`src/rtl/pwm_channel_timer_regs.svh`:
```
// register offsets, field positions, reset values for the channel timer
// assumes inclusion from the package only
`ifndef PWM_CHANNEL_TIMER_REGS_SVH
`define PWM_CHANNEL_TIMER_REGS_SVH

// ==========================================================
// register offsets (word index on the plain register port)
`define ADDR_CTRL        4'h0
`define ADDR_PERIOD      4'h1
`define ADDR_DUTY        4'h2
`define ADDR_COUNTER     4'h3
`define ADDR_STATUS      4'h4

// ==========================================================
// control field positions
`define CTRL_ENABLE_BIT  0
`define CTRL_POL_BIT     1
`define CTRL_CENTER_BIT  2

// ==========================================================
// status field positions
`define STAT_OUT_BIT     0
`define STAT_DOWN_BIT    1
`define STAT_GATE_BIT    2

// ==========================================================
// reset values
`define CTRL_RESET       8'h00
`define PERIOD_RESET     8'h00
`define DUTY_RESET       8'h00
`define COUNT_RESET      8'h00

`endif
```
`src/rtl/pwm_channel_timer_pkg.sv`:
```
// types shared by the channel timer
// assumes the register header is found on the include path
package pwm_channel_timer_pkg;
    `include "pwm_channel_timer_regs.svh"

    // ==========================================================
    // count direction
    typedef enum logic
    {
        DIR_UP   = 1'b0,
        DIR_DOWN = 1'b1
    } count_dir_t;
endpackage : pwm_channel_timer_pkg

```
`src/rtl/pwm_channel_timer.sv`:
```
// one pwm channel timer: counter, double-buffered period and duty, polarity
// assumes a prescaler supplies a one-cycle tick on the bus clock
`timescale 1ns/10ps

// Operation
// RULE1: channel owns 8-bit counter, period and duty; period match sets waveform period
// RULE2: enable acts at once; waveform appears at next selected clock tick
// RULE3: channel clock gate switches only on a tick edge
// RULE4: counter holds while channel disabled
// RULE5: polarity 1 starts high goes low; polarity 0 starts low goes high
// RULE6: enabled writes go to buffer; latch on period end, counter write, disable
// RULE7: disabled writes load buffer and active latch together
// RULE8: 8-bit up/down counter advancing once per selected tick
// RULE9: counter equal to active duty toggles the output flip-flop
// RULE10: counter readable anytime without disturbing counting or output
// RULE11: counter write clears count, direction up, loads actives, output per polarity
// RULE12: re-enabled channel resumes from held count
// RULE13: disabled with period zero written, counter resets on next tick
// RULE14: counter write while enabled starts new period at polarity level
// RULE15: counter clears when effective period ends
// RULE16: software writes counter before enabling for a clean waveform
// RULE17: center select clear gives left aligned, set gives center aligned
// RULE18: left aligned counts up to period minus one, match resets and loads
// RULE19: center aligned reverses at period, at zero goes up and loads
// RULE20: prescaler tick pulse is the selected clock; all logic on bus clock
module pwm_channel_timer
    import pwm_channel_timer_pkg::*;
#(
    parameter int WIDTH = 8
)
(
    // clock and reset
    input  wire logic             i_sys_clk,
    input  wire logic             i_reset,
    // selected channel clock tick from prescaler
    input  wire logic             i_tick,
    // register port
    input  wire logic [3:0]       i_addr,
    input  wire logic [7:0]       i_wdata,
    input  wire logic             i_wr,
    input  wire logic             i_rd,
    output logic      [7:0]       o_rdata,
    // channel output
    output logic                  o_pwm,
    output logic                  o_pwm_en
);

    // ==========================================================
    // elaboration check
    if (WIDTH != 8)
    begin : g_width_check
        $error("pwm_channel_timer supports an 8-bit channel only");
    end

    // ==========================================================
    // registers
    logic [7:0]       ctrl_q;
    logic [WIDTH-1:0] per_buf_q;
    logic [WIDTH-1:0] dty_buf_q;
    logic [WIDTH-1:0] per_act_q;
    logic [WIDTH-1:0] dty_act_q;
    logic [WIDTH-1:0] cnt_q;
    logic [WIDTH-1:0] cnt_d;
    count_dir_t       dir_q;
    count_dir_t       dir_d;
    logic             ff_q;
    logic             ff_d;
    logic             gate_q;
    logic             load_d;

    logic enable;
    logic polarity;
    logic center;
    logic wr_ctrl;
    logic wr_per;
    logic wr_dty;
    logic wr_cnt;
    logic run;
    logic last_up;
    logic per_up;
    logic dty_up;
    logic dty_dn;
    logic zero_stop;

    assign enable   = ctrl_q[`CTRL_ENABLE_BIT];
    assign polarity = ctrl_q[`CTRL_POL_BIT];
    assign center   = ctrl_q[`CTRL_CENTER_BIT];   // see RULE17
    assign wr_ctrl  = i_wr && (i_addr == `ADDR_CTRL);
    assign wr_per   = i_wr && (i_addr == `ADDR_PERIOD);
    assign wr_dty   = i_wr && (i_addr == `ADDR_DUTY);
    assign wr_cnt   = i_wr && (i_addr == `ADDR_COUNTER);
    assign run      = gate_q && i_tick;           // see RULE20

    // ==========================================================
    // match terms
    // compared on the count being entered, so a toggle lines up with the new count
    assign last_up   = (cnt_q == per_act_q - 8'h01);
    assign per_up    = (cnt_q + 8'h01 == per_act_q);
    assign dty_up    = (cnt_q + 8'h01 == dty_act_q);
    assign dty_dn    = (cnt_q - 8'h01 == dty_act_q);
    // period zero while stopped parks the count; needs a tick like any other step
    assign zero_stop = !gate_q && i_tick && (per_act_q == '0);   // see RULE13

    // ==========================================================
    // control register
    always_ff @(posedge i_sys_clk)
    begin
        if (i_reset)
        begin
            ctrl_q <= `CTRL_RESET;
        end
        else if (wr_ctrl)
        begin
            ctrl_q <= {5'h0, i_wdata[2:0]};
        end
    end

    // ==========================================================
    // clock gate: follows enable only on a tick, so no partial channel cycle
    always_ff @(posedge i_sys_clk)
    begin
        if (i_reset)
        begin
            gate_q <= 1'b0;
        end
        else if (i_tick)
        begin
            gate_q <= enable;                     // see RULE2 see RULE3
        end
    end

    // ==========================================================
    // buffers
    always_ff @(posedge i_sys_clk)
    begin
        if (i_reset)
        begin
            per_buf_q <= `PERIOD_RESET;
            dty_buf_q <= `DUTY_RESET;
        end
        else
        begin
            if (wr_per)
            begin
                per_buf_q <= i_wdata[WIDTH-1:0];  // see RULE6
            end
            if (wr_dty)
            begin
                dty_buf_q <= i_wdata[WIDTH-1:0];
            end
        end
    end

    // ==========================================================
    // counter, direction and output flip-flop next state
    always_comb
    begin
        cnt_d  = cnt_q;
        dir_d  = dir_q;
        ff_d   = ff_q;
        load_d = 1'b0;
        if (wr_cnt)
        begin
            cnt_d  = '0;                          // see RULE11 see RULE14
            dir_d  = DIR_UP;
            ff_d   = 1'b0;
            load_d = 1'b1;
        end
        else if (run)                             // see RULE4 see RULE12
        begin
            if (!center)
            begin
                if (per_act_q == '0 || last_up)
                begin
                    cnt_d  = '0;                  // see RULE15 see RULE18
                    ff_d   = 1'b0;
                    load_d = 1'b1;
                end
                else
                begin
                    cnt_d = cnt_q + 8'h01;        // see RULE8
                    if (dty_up)
                    begin
                        ff_d = ~ff_q;             // see RULE9
                    end
                end
            end
            else if (per_act_q == '0)
            begin
                cnt_d  = '0;
                dir_d  = DIR_UP;
                ff_d   = 1'b0;
                load_d = 1'b1;
            end
            else if (dir_q == DIR_UP)
            begin
                cnt_d = cnt_q + 8'h01;
                if (per_up)
                begin
                    dir_d = DIR_DOWN;             // see RULE19
                end
                if (dty_up)
                begin
                    ff_d = ~ff_q;
                end
            end
            else
            begin
                cnt_d = cnt_q - 8'h01;
                if (dty_dn)
                begin
                    ff_d = ~ff_q;
                end
                if (cnt_q == 8'h01)
                begin
                    dir_d  = DIR_UP;              // see RULE15 see RULE19
                    ff_d   = 1'b0;
                    load_d = 1'b1;
                end
            end
        end
    end

    // ==========================================================
    // counter register
    always_ff @(posedge i_sys_clk)
    begin
        if (i_reset)
        begin
            cnt_q <= `COUNT_RESET;
        end
        else if (zero_stop)
        begin
            cnt_q <= '0;                          // see RULE13
        end
        else
        begin
            cnt_q <= cnt_d;
        end
    end

    // ==========================================================
    // count direction
    always_ff @(posedge i_sys_clk)
    begin
        if (i_reset)
        begin
            dir_q <= DIR_UP;
        end
        else if (zero_stop)
        begin
            dir_q <= DIR_UP;
        end
        else
        begin
            dir_q <= dir_d;
        end
    end

    // ==========================================================
    // output flip-flop
    // zero is the start level; polarity is applied only at the pin
    always_ff @(posedge i_sys_clk)
    begin
        if (i_reset)
        begin
            ff_q <= 1'b0;
        end
        else if (zero_stop)
        begin
            ff_q <= 1'b0;
        end
        else
        begin
            ff_q <= ff_d;
        end
    end

    // ==========================================================
    // active latches: direct while disabled, else on period end or counter write
    always_ff @(posedge i_sys_clk)
    begin
        if (i_reset)
        begin
            per_act_q <= `PERIOD_RESET;
            dty_act_q <= `DUTY_RESET;
        end
        else if (!enable)
        begin
            per_act_q <= wr_per ? i_wdata[WIDTH-1:0] : per_buf_q;   // see RULE7 see RULE6
            dty_act_q <= wr_dty ? i_wdata[WIDTH-1:0] : dty_buf_q;
        end
        else if (load_d)
        begin
            per_act_q <= per_buf_q;               // see RULE6 see RULE11
            dty_act_q <= dty_buf_q;
        end
    end

    // ==========================================================
    // output: flip-flop zero means start level, polarity picks q or not q
    always_ff @(posedge i_sys_clk)
    begin
        if (i_reset)
        begin
            o_pwm    <= 1'b0;
            o_pwm_en <= 1'b0;
        end
        else
        begin
            o_pwm    <= enable & (polarity ^ ff_d);   // see RULE5 see RULE1
            o_pwm_en <= enable;                       // see RULE2
        end
    end

    // ==========================================================
    // read port: no side effects, so reads never disturb counting
    always_ff @(posedge i_sys_clk)
    begin
        if (i_reset)
        begin
            o_rdata <= 8'h00;
        end
        else if (i_rd)
        begin
            case (i_addr)
                `ADDR_CTRL:    o_rdata <= ctrl_q;
                `ADDR_PERIOD:  o_rdata <= per_buf_q;
                `ADDR_DUTY:    o_rdata <= dty_buf_q;
                `ADDR_COUNTER: o_rdata <= cnt_q;      // see RULE10
                `ADDR_STATUS:  o_rdata <= {5'h0, gate_q, dir_q == DIR_DOWN, ff_q};
                default:       o_rdata <= 8'h00;
            endcase
        end
        else
        begin
            // idle zero lets a wired-or bus share the read lines
            o_rdata <= 8'h00;
        end
    end

endmodule : pwm_channel_timer

```
`config.mk`:
```
export PLATFORM = sky130hd
export DESIGN_NAME = pwm_channel_timer
export DESIGN_NICKNAME = d
export VERILOG_FILES = /design/src/rtl/pwm_channel_timer_pkg.sv /design/src/rtl/pwm_channel_timer.sv
export VERILOG_INCLUDE_DIRS = /design/src /design/src/rtl
export SDC_FILE = /design/constraint.sdc
export NUM_CORES = 1
export LEC_CHECK = 0
export BUFFER_PORTS_ARGS = -buffer_cell sky130_fd_sc_hd__buf_2
export CORE_MARGIN = 2
export CORE_UTILIZATION = 62
export DETAILED_ROUTE_END_ITERATION = 8
export PLACE_DENSITY = 0.79
export SLEW_MARGIN = 20
export SYNTH_ARGS = -nofsm -noshare
export SYNTH_HDL_FRONTEND = slang
export SYNTH_SLANG_ARGS = --single-unit
export TNS_END_PERCENT = 10
```
`constraint.sdc`:
```
create_clock -name i_sys_clk -period 6.2 [get_ports i_sys_clk]
set_clock_uncertainty 0.05 [all_clocks]
set_input_delay 0 -clock i_sys_clk [delete_from_list [all_inputs] [get_ports i_sys_clk]]
set_output_delay 0 -clock i_sys_clk [all_outputs]
set_load 0.02 [all_outputs]
```
After elaboration in Yosys (flattened, before gate mapping) --
Cells that the tools add are included.
Operators by class: $mul 0, reductions and logical operators 15, div/mod/pow operators 0, magnitude comparators 0, eq/ne operators 10, muxes and demuxes 31, bitwise gates (word level) 4, add/subtract/negate cells 3, shifts and indexed selects 0
Operators by type and width (number):
- $mux 8 | 10
- $pmux 8 s5 | 1
- $eq 8x8->1 | 4
- $mux 1 | 20
- $sub 8x1->8 const B | 2
- $add 8x1->8 const B | 1
- $eq 4x2->1 const B | 2
- $eq 8x1->1 const B | 1
- $logic_not 8->1 | 1
- $logic_and 1x1->1 | 7
- $eq 4x1->1 const B | 1
- $eq 4x3->1 const B | 1
- $logic_not 4->1 | 1
- $reduce_or 2->1 | 2
- $reduce_or 3->1 | 1
- $ne 2x1->1 const B | 1
- $not 1->1 | 2
- $reduce_and 2->1 | 1
- $and 1x1->1 | 1
- $logic_not 1->1 | 1
- $logic_or 1x1->1 | 1
- $xor 1x1->1 | 1
Storage, ports and cells: memories 0, output and inout bits 10, latch bits 0, logic and storage cells 75, ROM bits 0, bits in writable memories 0, register bits 56, input port bits 17

Depth between registers and ports, before layout --
depth after elaboration 11, gate-level depth with buffers 10, depth with buffers taken out 9

Worst setup path after synthesis --
No wires, ideal clock.
path type reg2reg, from register cnt_q[0], to register o_pwm, path slack 3.588 ns, stages on the path, launching flop included 11, data arrival time 2.498 ns, period minus slack after synthesis 2.612 ns, setup time 0.064 ns, required time 6.086 ns, buffers on the path 1, cell sequence dfxtp_1 -> buf_2 -> inv_1 -> ha_1 -> nor3b_1 -> xnor2_1 -> o2111ai_1 -> or4b_1 -> mux2_4 -> a2111o_1 -> nand4_1
On the way: cells in the longest elaborated chain, start to end 11, elaborated cells between the ends (all ways) 18, those cells by class add/sub: 2; eq/ne: 4; mux: 9; bitwise: 2; reduce/logical: 1
Ends and longest elaborated chain:
- start, declared | line pwm_channel_timer.sv:62 | logic [WIDTH-1:0] cnt_q;
- start signal, assigned | line pwm_channel_timer.sv:230 | cnt_q <= `COUNT_RESET;
- start signal, assigned | line pwm_channel_timer.sv:238 | cnt_q <= cnt_d;
- $sub 8x1->8 | line pwm_channel_timer.sv:100 | assign dty_dn = (cnt_q - 8'h01 == dty_act_q);
- $eq 8x8->1 | line pwm_channel_timer.sv:100
- $mux 1 | line pwm_channel_timer.sv:210 | if (dty_dn)
- $mux 1 | line pwm_channel_timer.sv:214 | if (cnt_q == 8'h01)
- $mux 1 | line pwm_channel_timer.sv:195 | else if (dir_q == DIR_UP)
- $mux 1 | line pwm_channel_timer.sv:188 | else if (per_act_q == '0)
- $mux 1 (*) | line pwm_channel_timer.sv:171 | if (!center)
- $mux 1 (*) | line pwm_channel_timer.sv:169 | else if (run)
- $mux 1 (*) | line pwm_channel_timer.sv:162 | if (wr_cnt)
- $xor 1x1->1 (*) | line pwm_channel_timer.sv:311 | o_pwm <= enable & (polarity ^ ff_d);
- $and 1x1->1 (*) | line pwm_channel_timer.sv:311
- end signal, assigned | line pwm_channel_timer.sv:311
- end, declared | line pwm_channel_timer.sv:44 | output logic o_pwm,
Mark *: on every way between the ends. The rest lies on a longest branch, timed or not. A chain may end at the register's enable or synchronous reset.

Final worst setup path --
from register cnt_q[2], to register per_act_q[1]
On the way: cells in the longest elaborated chain, start to end 8, elaborated cells between the ends (all ways) 11, those cells by class eq/ne: 3; mux: 7; reduce/logical: 1
Ends and longest elaborated chain:
- $eq 8x1->1 | line pwm_channel_timer.sv:214
- $mux 1 | line pwm_channel_timer.sv:214
- $mux 1 | line pwm_channel_timer.sv:195
- $mux 1 | line pwm_channel_timer.sv:188
- $mux 1 (*) | line pwm_channel_timer.sv:171
- $mux 1 (*) | line pwm_channel_timer.sv:169
- $mux 1 (*) | line pwm_channel_timer.sv:162
- $ne 2x1->1 (no source line) (*)
- end signal, assigned | line pwm_channel_timer.sv:285 | per_act_q <= `PERIOD_RESET;
- end signal, assigned | line pwm_channel_timer.sv:290 | per_act_q <= wr_per ? i_wdata[WIDTH-1:0] : per_buf_q;
- end signal, assigned | line pwm_channel_timer.sv:295 | per_act_q <= per_buf_q;
- end, declared | line pwm_channel_timer.sv:60 | logic [WIDTH-1:0] per_act_q;
Marked as above.

==> impl_results.md <==
- Outcome: complete, no violations
- Cts hold-fix bufs: 9
- Die area: 0.00650 mm²
- Post-synth top flop: dfxtp_1
- Initial antenna violation count: 0
- Synth-to-Final Area Change: 7.74%
- Clock tree sinks: 56
- Post-Route Setup TNS: 0 ns
- Final Critical Period: around 3.3 ns
- Count of pins over their slew limit: 0
- Vias in the first global route: 3113
- Period Utilization, post-route: ~54%
- Drt total wl: 9670 µm
- Worst slack at placement: 2.95 ns
- CP Launch Type: flop
- CP max FO: 20
- Placed Area: between 0.003 and 0.004 mm²
- Worst path required time: 6.32 ns
- GRT Overall Usage: about a third
- Kind of critical path: reg -> reg
- Top-area cell type share of the netlist area: 30.8%
- Num CTS Buffers: 5
- Hold_ws: 0.0665 ns
- Row count: 27
- Post-synth EDFFs: 0
- Top cells by count, synth: dfxtp_1 (56), nor2_1 (47), nand2_1 (35)
- Most used cell, CP: a221oi_1
- CP Data Arrival Time: 3.44 ns
- Post_cts resized: 0
- H-tree depth: 2
- Layout cells sized above 1: 11.8%
- Avg Vias per Cell: approximately 6.5
- Pwr Density: 168 mW/mm²
- Leakage: 1.44 nW
- Syn_area_per_cell: 8.01 µm²
- Syn nets: about 480
- Slew Limit Headroom: between 30% and 40%
- Design Area, Final: 0.00392 mm²
- Post-CTS setup buffers: 0
- Most frequent cell after synthesis: dfxtp_1
- Dominant cell type by area after synthesis: dfxtp_1
- GRT overflow: 0
- Utilization after layout: 70.3%
- CP endpoint kind: flop
- Async S/R FF share, synth: 0%
- Synth top area cells: dfxtp_1 (31%), nor2_1 (4.8%), nor3_1 (4.5%), mux2i_1 (4.4%), xnor2_1 (4.3%)
- CP bufs+invs: 0
- Cells along the critical path: nand3_1 > a221oi_1 > o22ai_1 > nor4_4 > o31ai_4 > a221oi_1 > a311oi_1
- Seq/Total Area, Yosys: a little under a third
- Nets: ~490
- Core area: 0.00557 mm²
- Fmax: between 300 and 400 MHz
- Cells after synthesis: 454
- Slew @ Worst Pin: 0.926 ns
- Final setup margin: 2.88 ns
- Inserted Diodes: 0
- Initial DRC count: 380
- Worst-path clk slew: 0.11 ns
- Largest net degree at the start of global routing: 40
- I/O pin count: 27
- Setup-failing EPs final: 0
- Slowest CP cell: dfxtp_1
- Clk root buf: clkbuf_8
- Yosys reg bits: 56
- Later-pin clock latency in the skew report: between 0.3 and 0.4 ns
- Routability-driven placement congestion ratio: 1.00
- Largest stage delay, worst path: 0.83 ns
- DP HPWL: 6820 µm
- Antenna Nets Post-Route: 0
- Initial Utilization: 65.3%
- Synth Cell Area: 0.00364 mm²
- CTS tree: built
- First-pass GRT wire length: 15800 µm
- Avg WL per Cell: approximately 18 µm
- Port bufs: 26
- CP top delay family: compound AO/OA/AOI/OAI gates
- Maximum VDD drop: 0.000166 V
- Final Hold Vio Count: 0
- Hold Crit Class: in -> reg
- Max-Cap Viols: 0
- CTS Buffer Depth: 2
- Die Ht: 80.6 µm
- Total iterations of the first detailed-routing run: 5
- Netlist cell types: 59
- RSZ-0062 raised after global routing: no
- Remaining DRCs: 0
- Via count: 3513
- Die span in x: 80.6 µm
- Yosys warnings: 0
==> path summary, 6_finish.rpt <==
path / startpoint / endpoint / slack [ns] / cells past startpoint
worst min-delay path: i_addr[2] / o_rdata[7]$_SDFF_PP0_ / 0.07 / 4
worst max register to register: cnt_q[2]$_SDFFE_PP0P_ / per_act_q[1]$_SDFFE_PP0P_ / 2.88 / 7
worst min register to register: per_buf_q[4]$_SDFF_PP0_ / per_buf_q[4]$_SDFF_PP0_ / 0.43 / 2
worst max-delay path: cnt_q[2]$_SDFFE_PP0P_ / per_act_q[1]$_SDFFE_PP0P_ / 2.88 / 7
==> layer usage <==
| metal | part of all wire [%] | track usage, % |
|---|---|---|
| met3 | 6.8 | 4.94 |
| met2 | 46 | 50.2 |
| met1 | 44 | 43.4 |
| met4 | 2.4 | 11.2 |
| met5 | 0 | 0 |
==> flip-flops by register name, indices dropped and copies added, names as in the netlist <==
name	count
cnt_q	8
ctrl_q	3
dir_q	1
dty_act_q	8
dty_buf_q	8
ff_q	1
gate_q	1
o_pwm	1
o_pwm_en	1
o_rdata	8
per_act_q	8
per_buf_q	8
==> final cells by class <==
type	instances	area, µm²
tap	72	90.1
clock inverter	2	18.8
clock buffer	6	82.6
sequential	56	1120
multi-input combinational	358	2350
timing repair buffer	36	228
fill	470	1650
inverter	8	30.0
==> cell usage in the layout (no fill, tap or decap), types with 6 or more instances in the layout <==
| cell | count |
|---|---|
| a21oi_1 | 30 |
| o22ai_1 | 6 |
| o21ai_1 | 6 |
| a22oi_1 | 6 |
| xnor2_1 | 18 |
| xor2_1 | 16 |
| nor3_1 | 33 |
| clkbuf_8 | 6 |
| inv_1 | 8 |
| dfxtp_1 | 56 |
| nand3_1 | 20 |
| mux2i_1 | 16 |
| nor2_1 | 47 |
| nor2b_1 | 21 |
| buf_2 | 26 |
| nand2_1 | 35 |
| a221oi_1 | 17 |
| dlygate4sd3_1 | 9 |
| and3_1 | 10 |
==> through the flow <==
stage          cells  power, mW
2_1_floorplan    454      0.418
3_3_place_gp     521      0.437
3_5_place_dp     521      0.437
4_1_cts          538      0.662
5_1_grt          538      0.682
6_report         538      0.660
==> power by group <==
part           switching [mW]  internal, mW  leakage (nW)
registers             0.00446         0.363         0.452
clock network           0.130        0.0938        0.0493
logic                  0.0432        0.0249         0.943
total                   0.178         0.482          1.44
==> logic make-up (layout without fill, tap and decap cells) <==
logic type | after synthesis | count (layout) | synth area share (%)
compound gates | 92 | 92 | 17.6
xor+xnor | 35 | 35 | 8.63
fa+ha+maj | 5 | 5 | 1.72
buf+inv | 40 | 52 | 4.78
flops | 56 | 56 | 30.8
mux | 22 | 22 | 6.36
simple gates | 204 | 204 | 30.1
==> worst min-delay path: cells and delay by family <==
| kind | cells | cell delay (ns) |
|---|---|---|
| buffers and inverters | 1 | 0.10 |
| AND/OR/NAND/NOR | 3 | 0.29 |
Note: power is estimated with default switching activity, not from simulation.
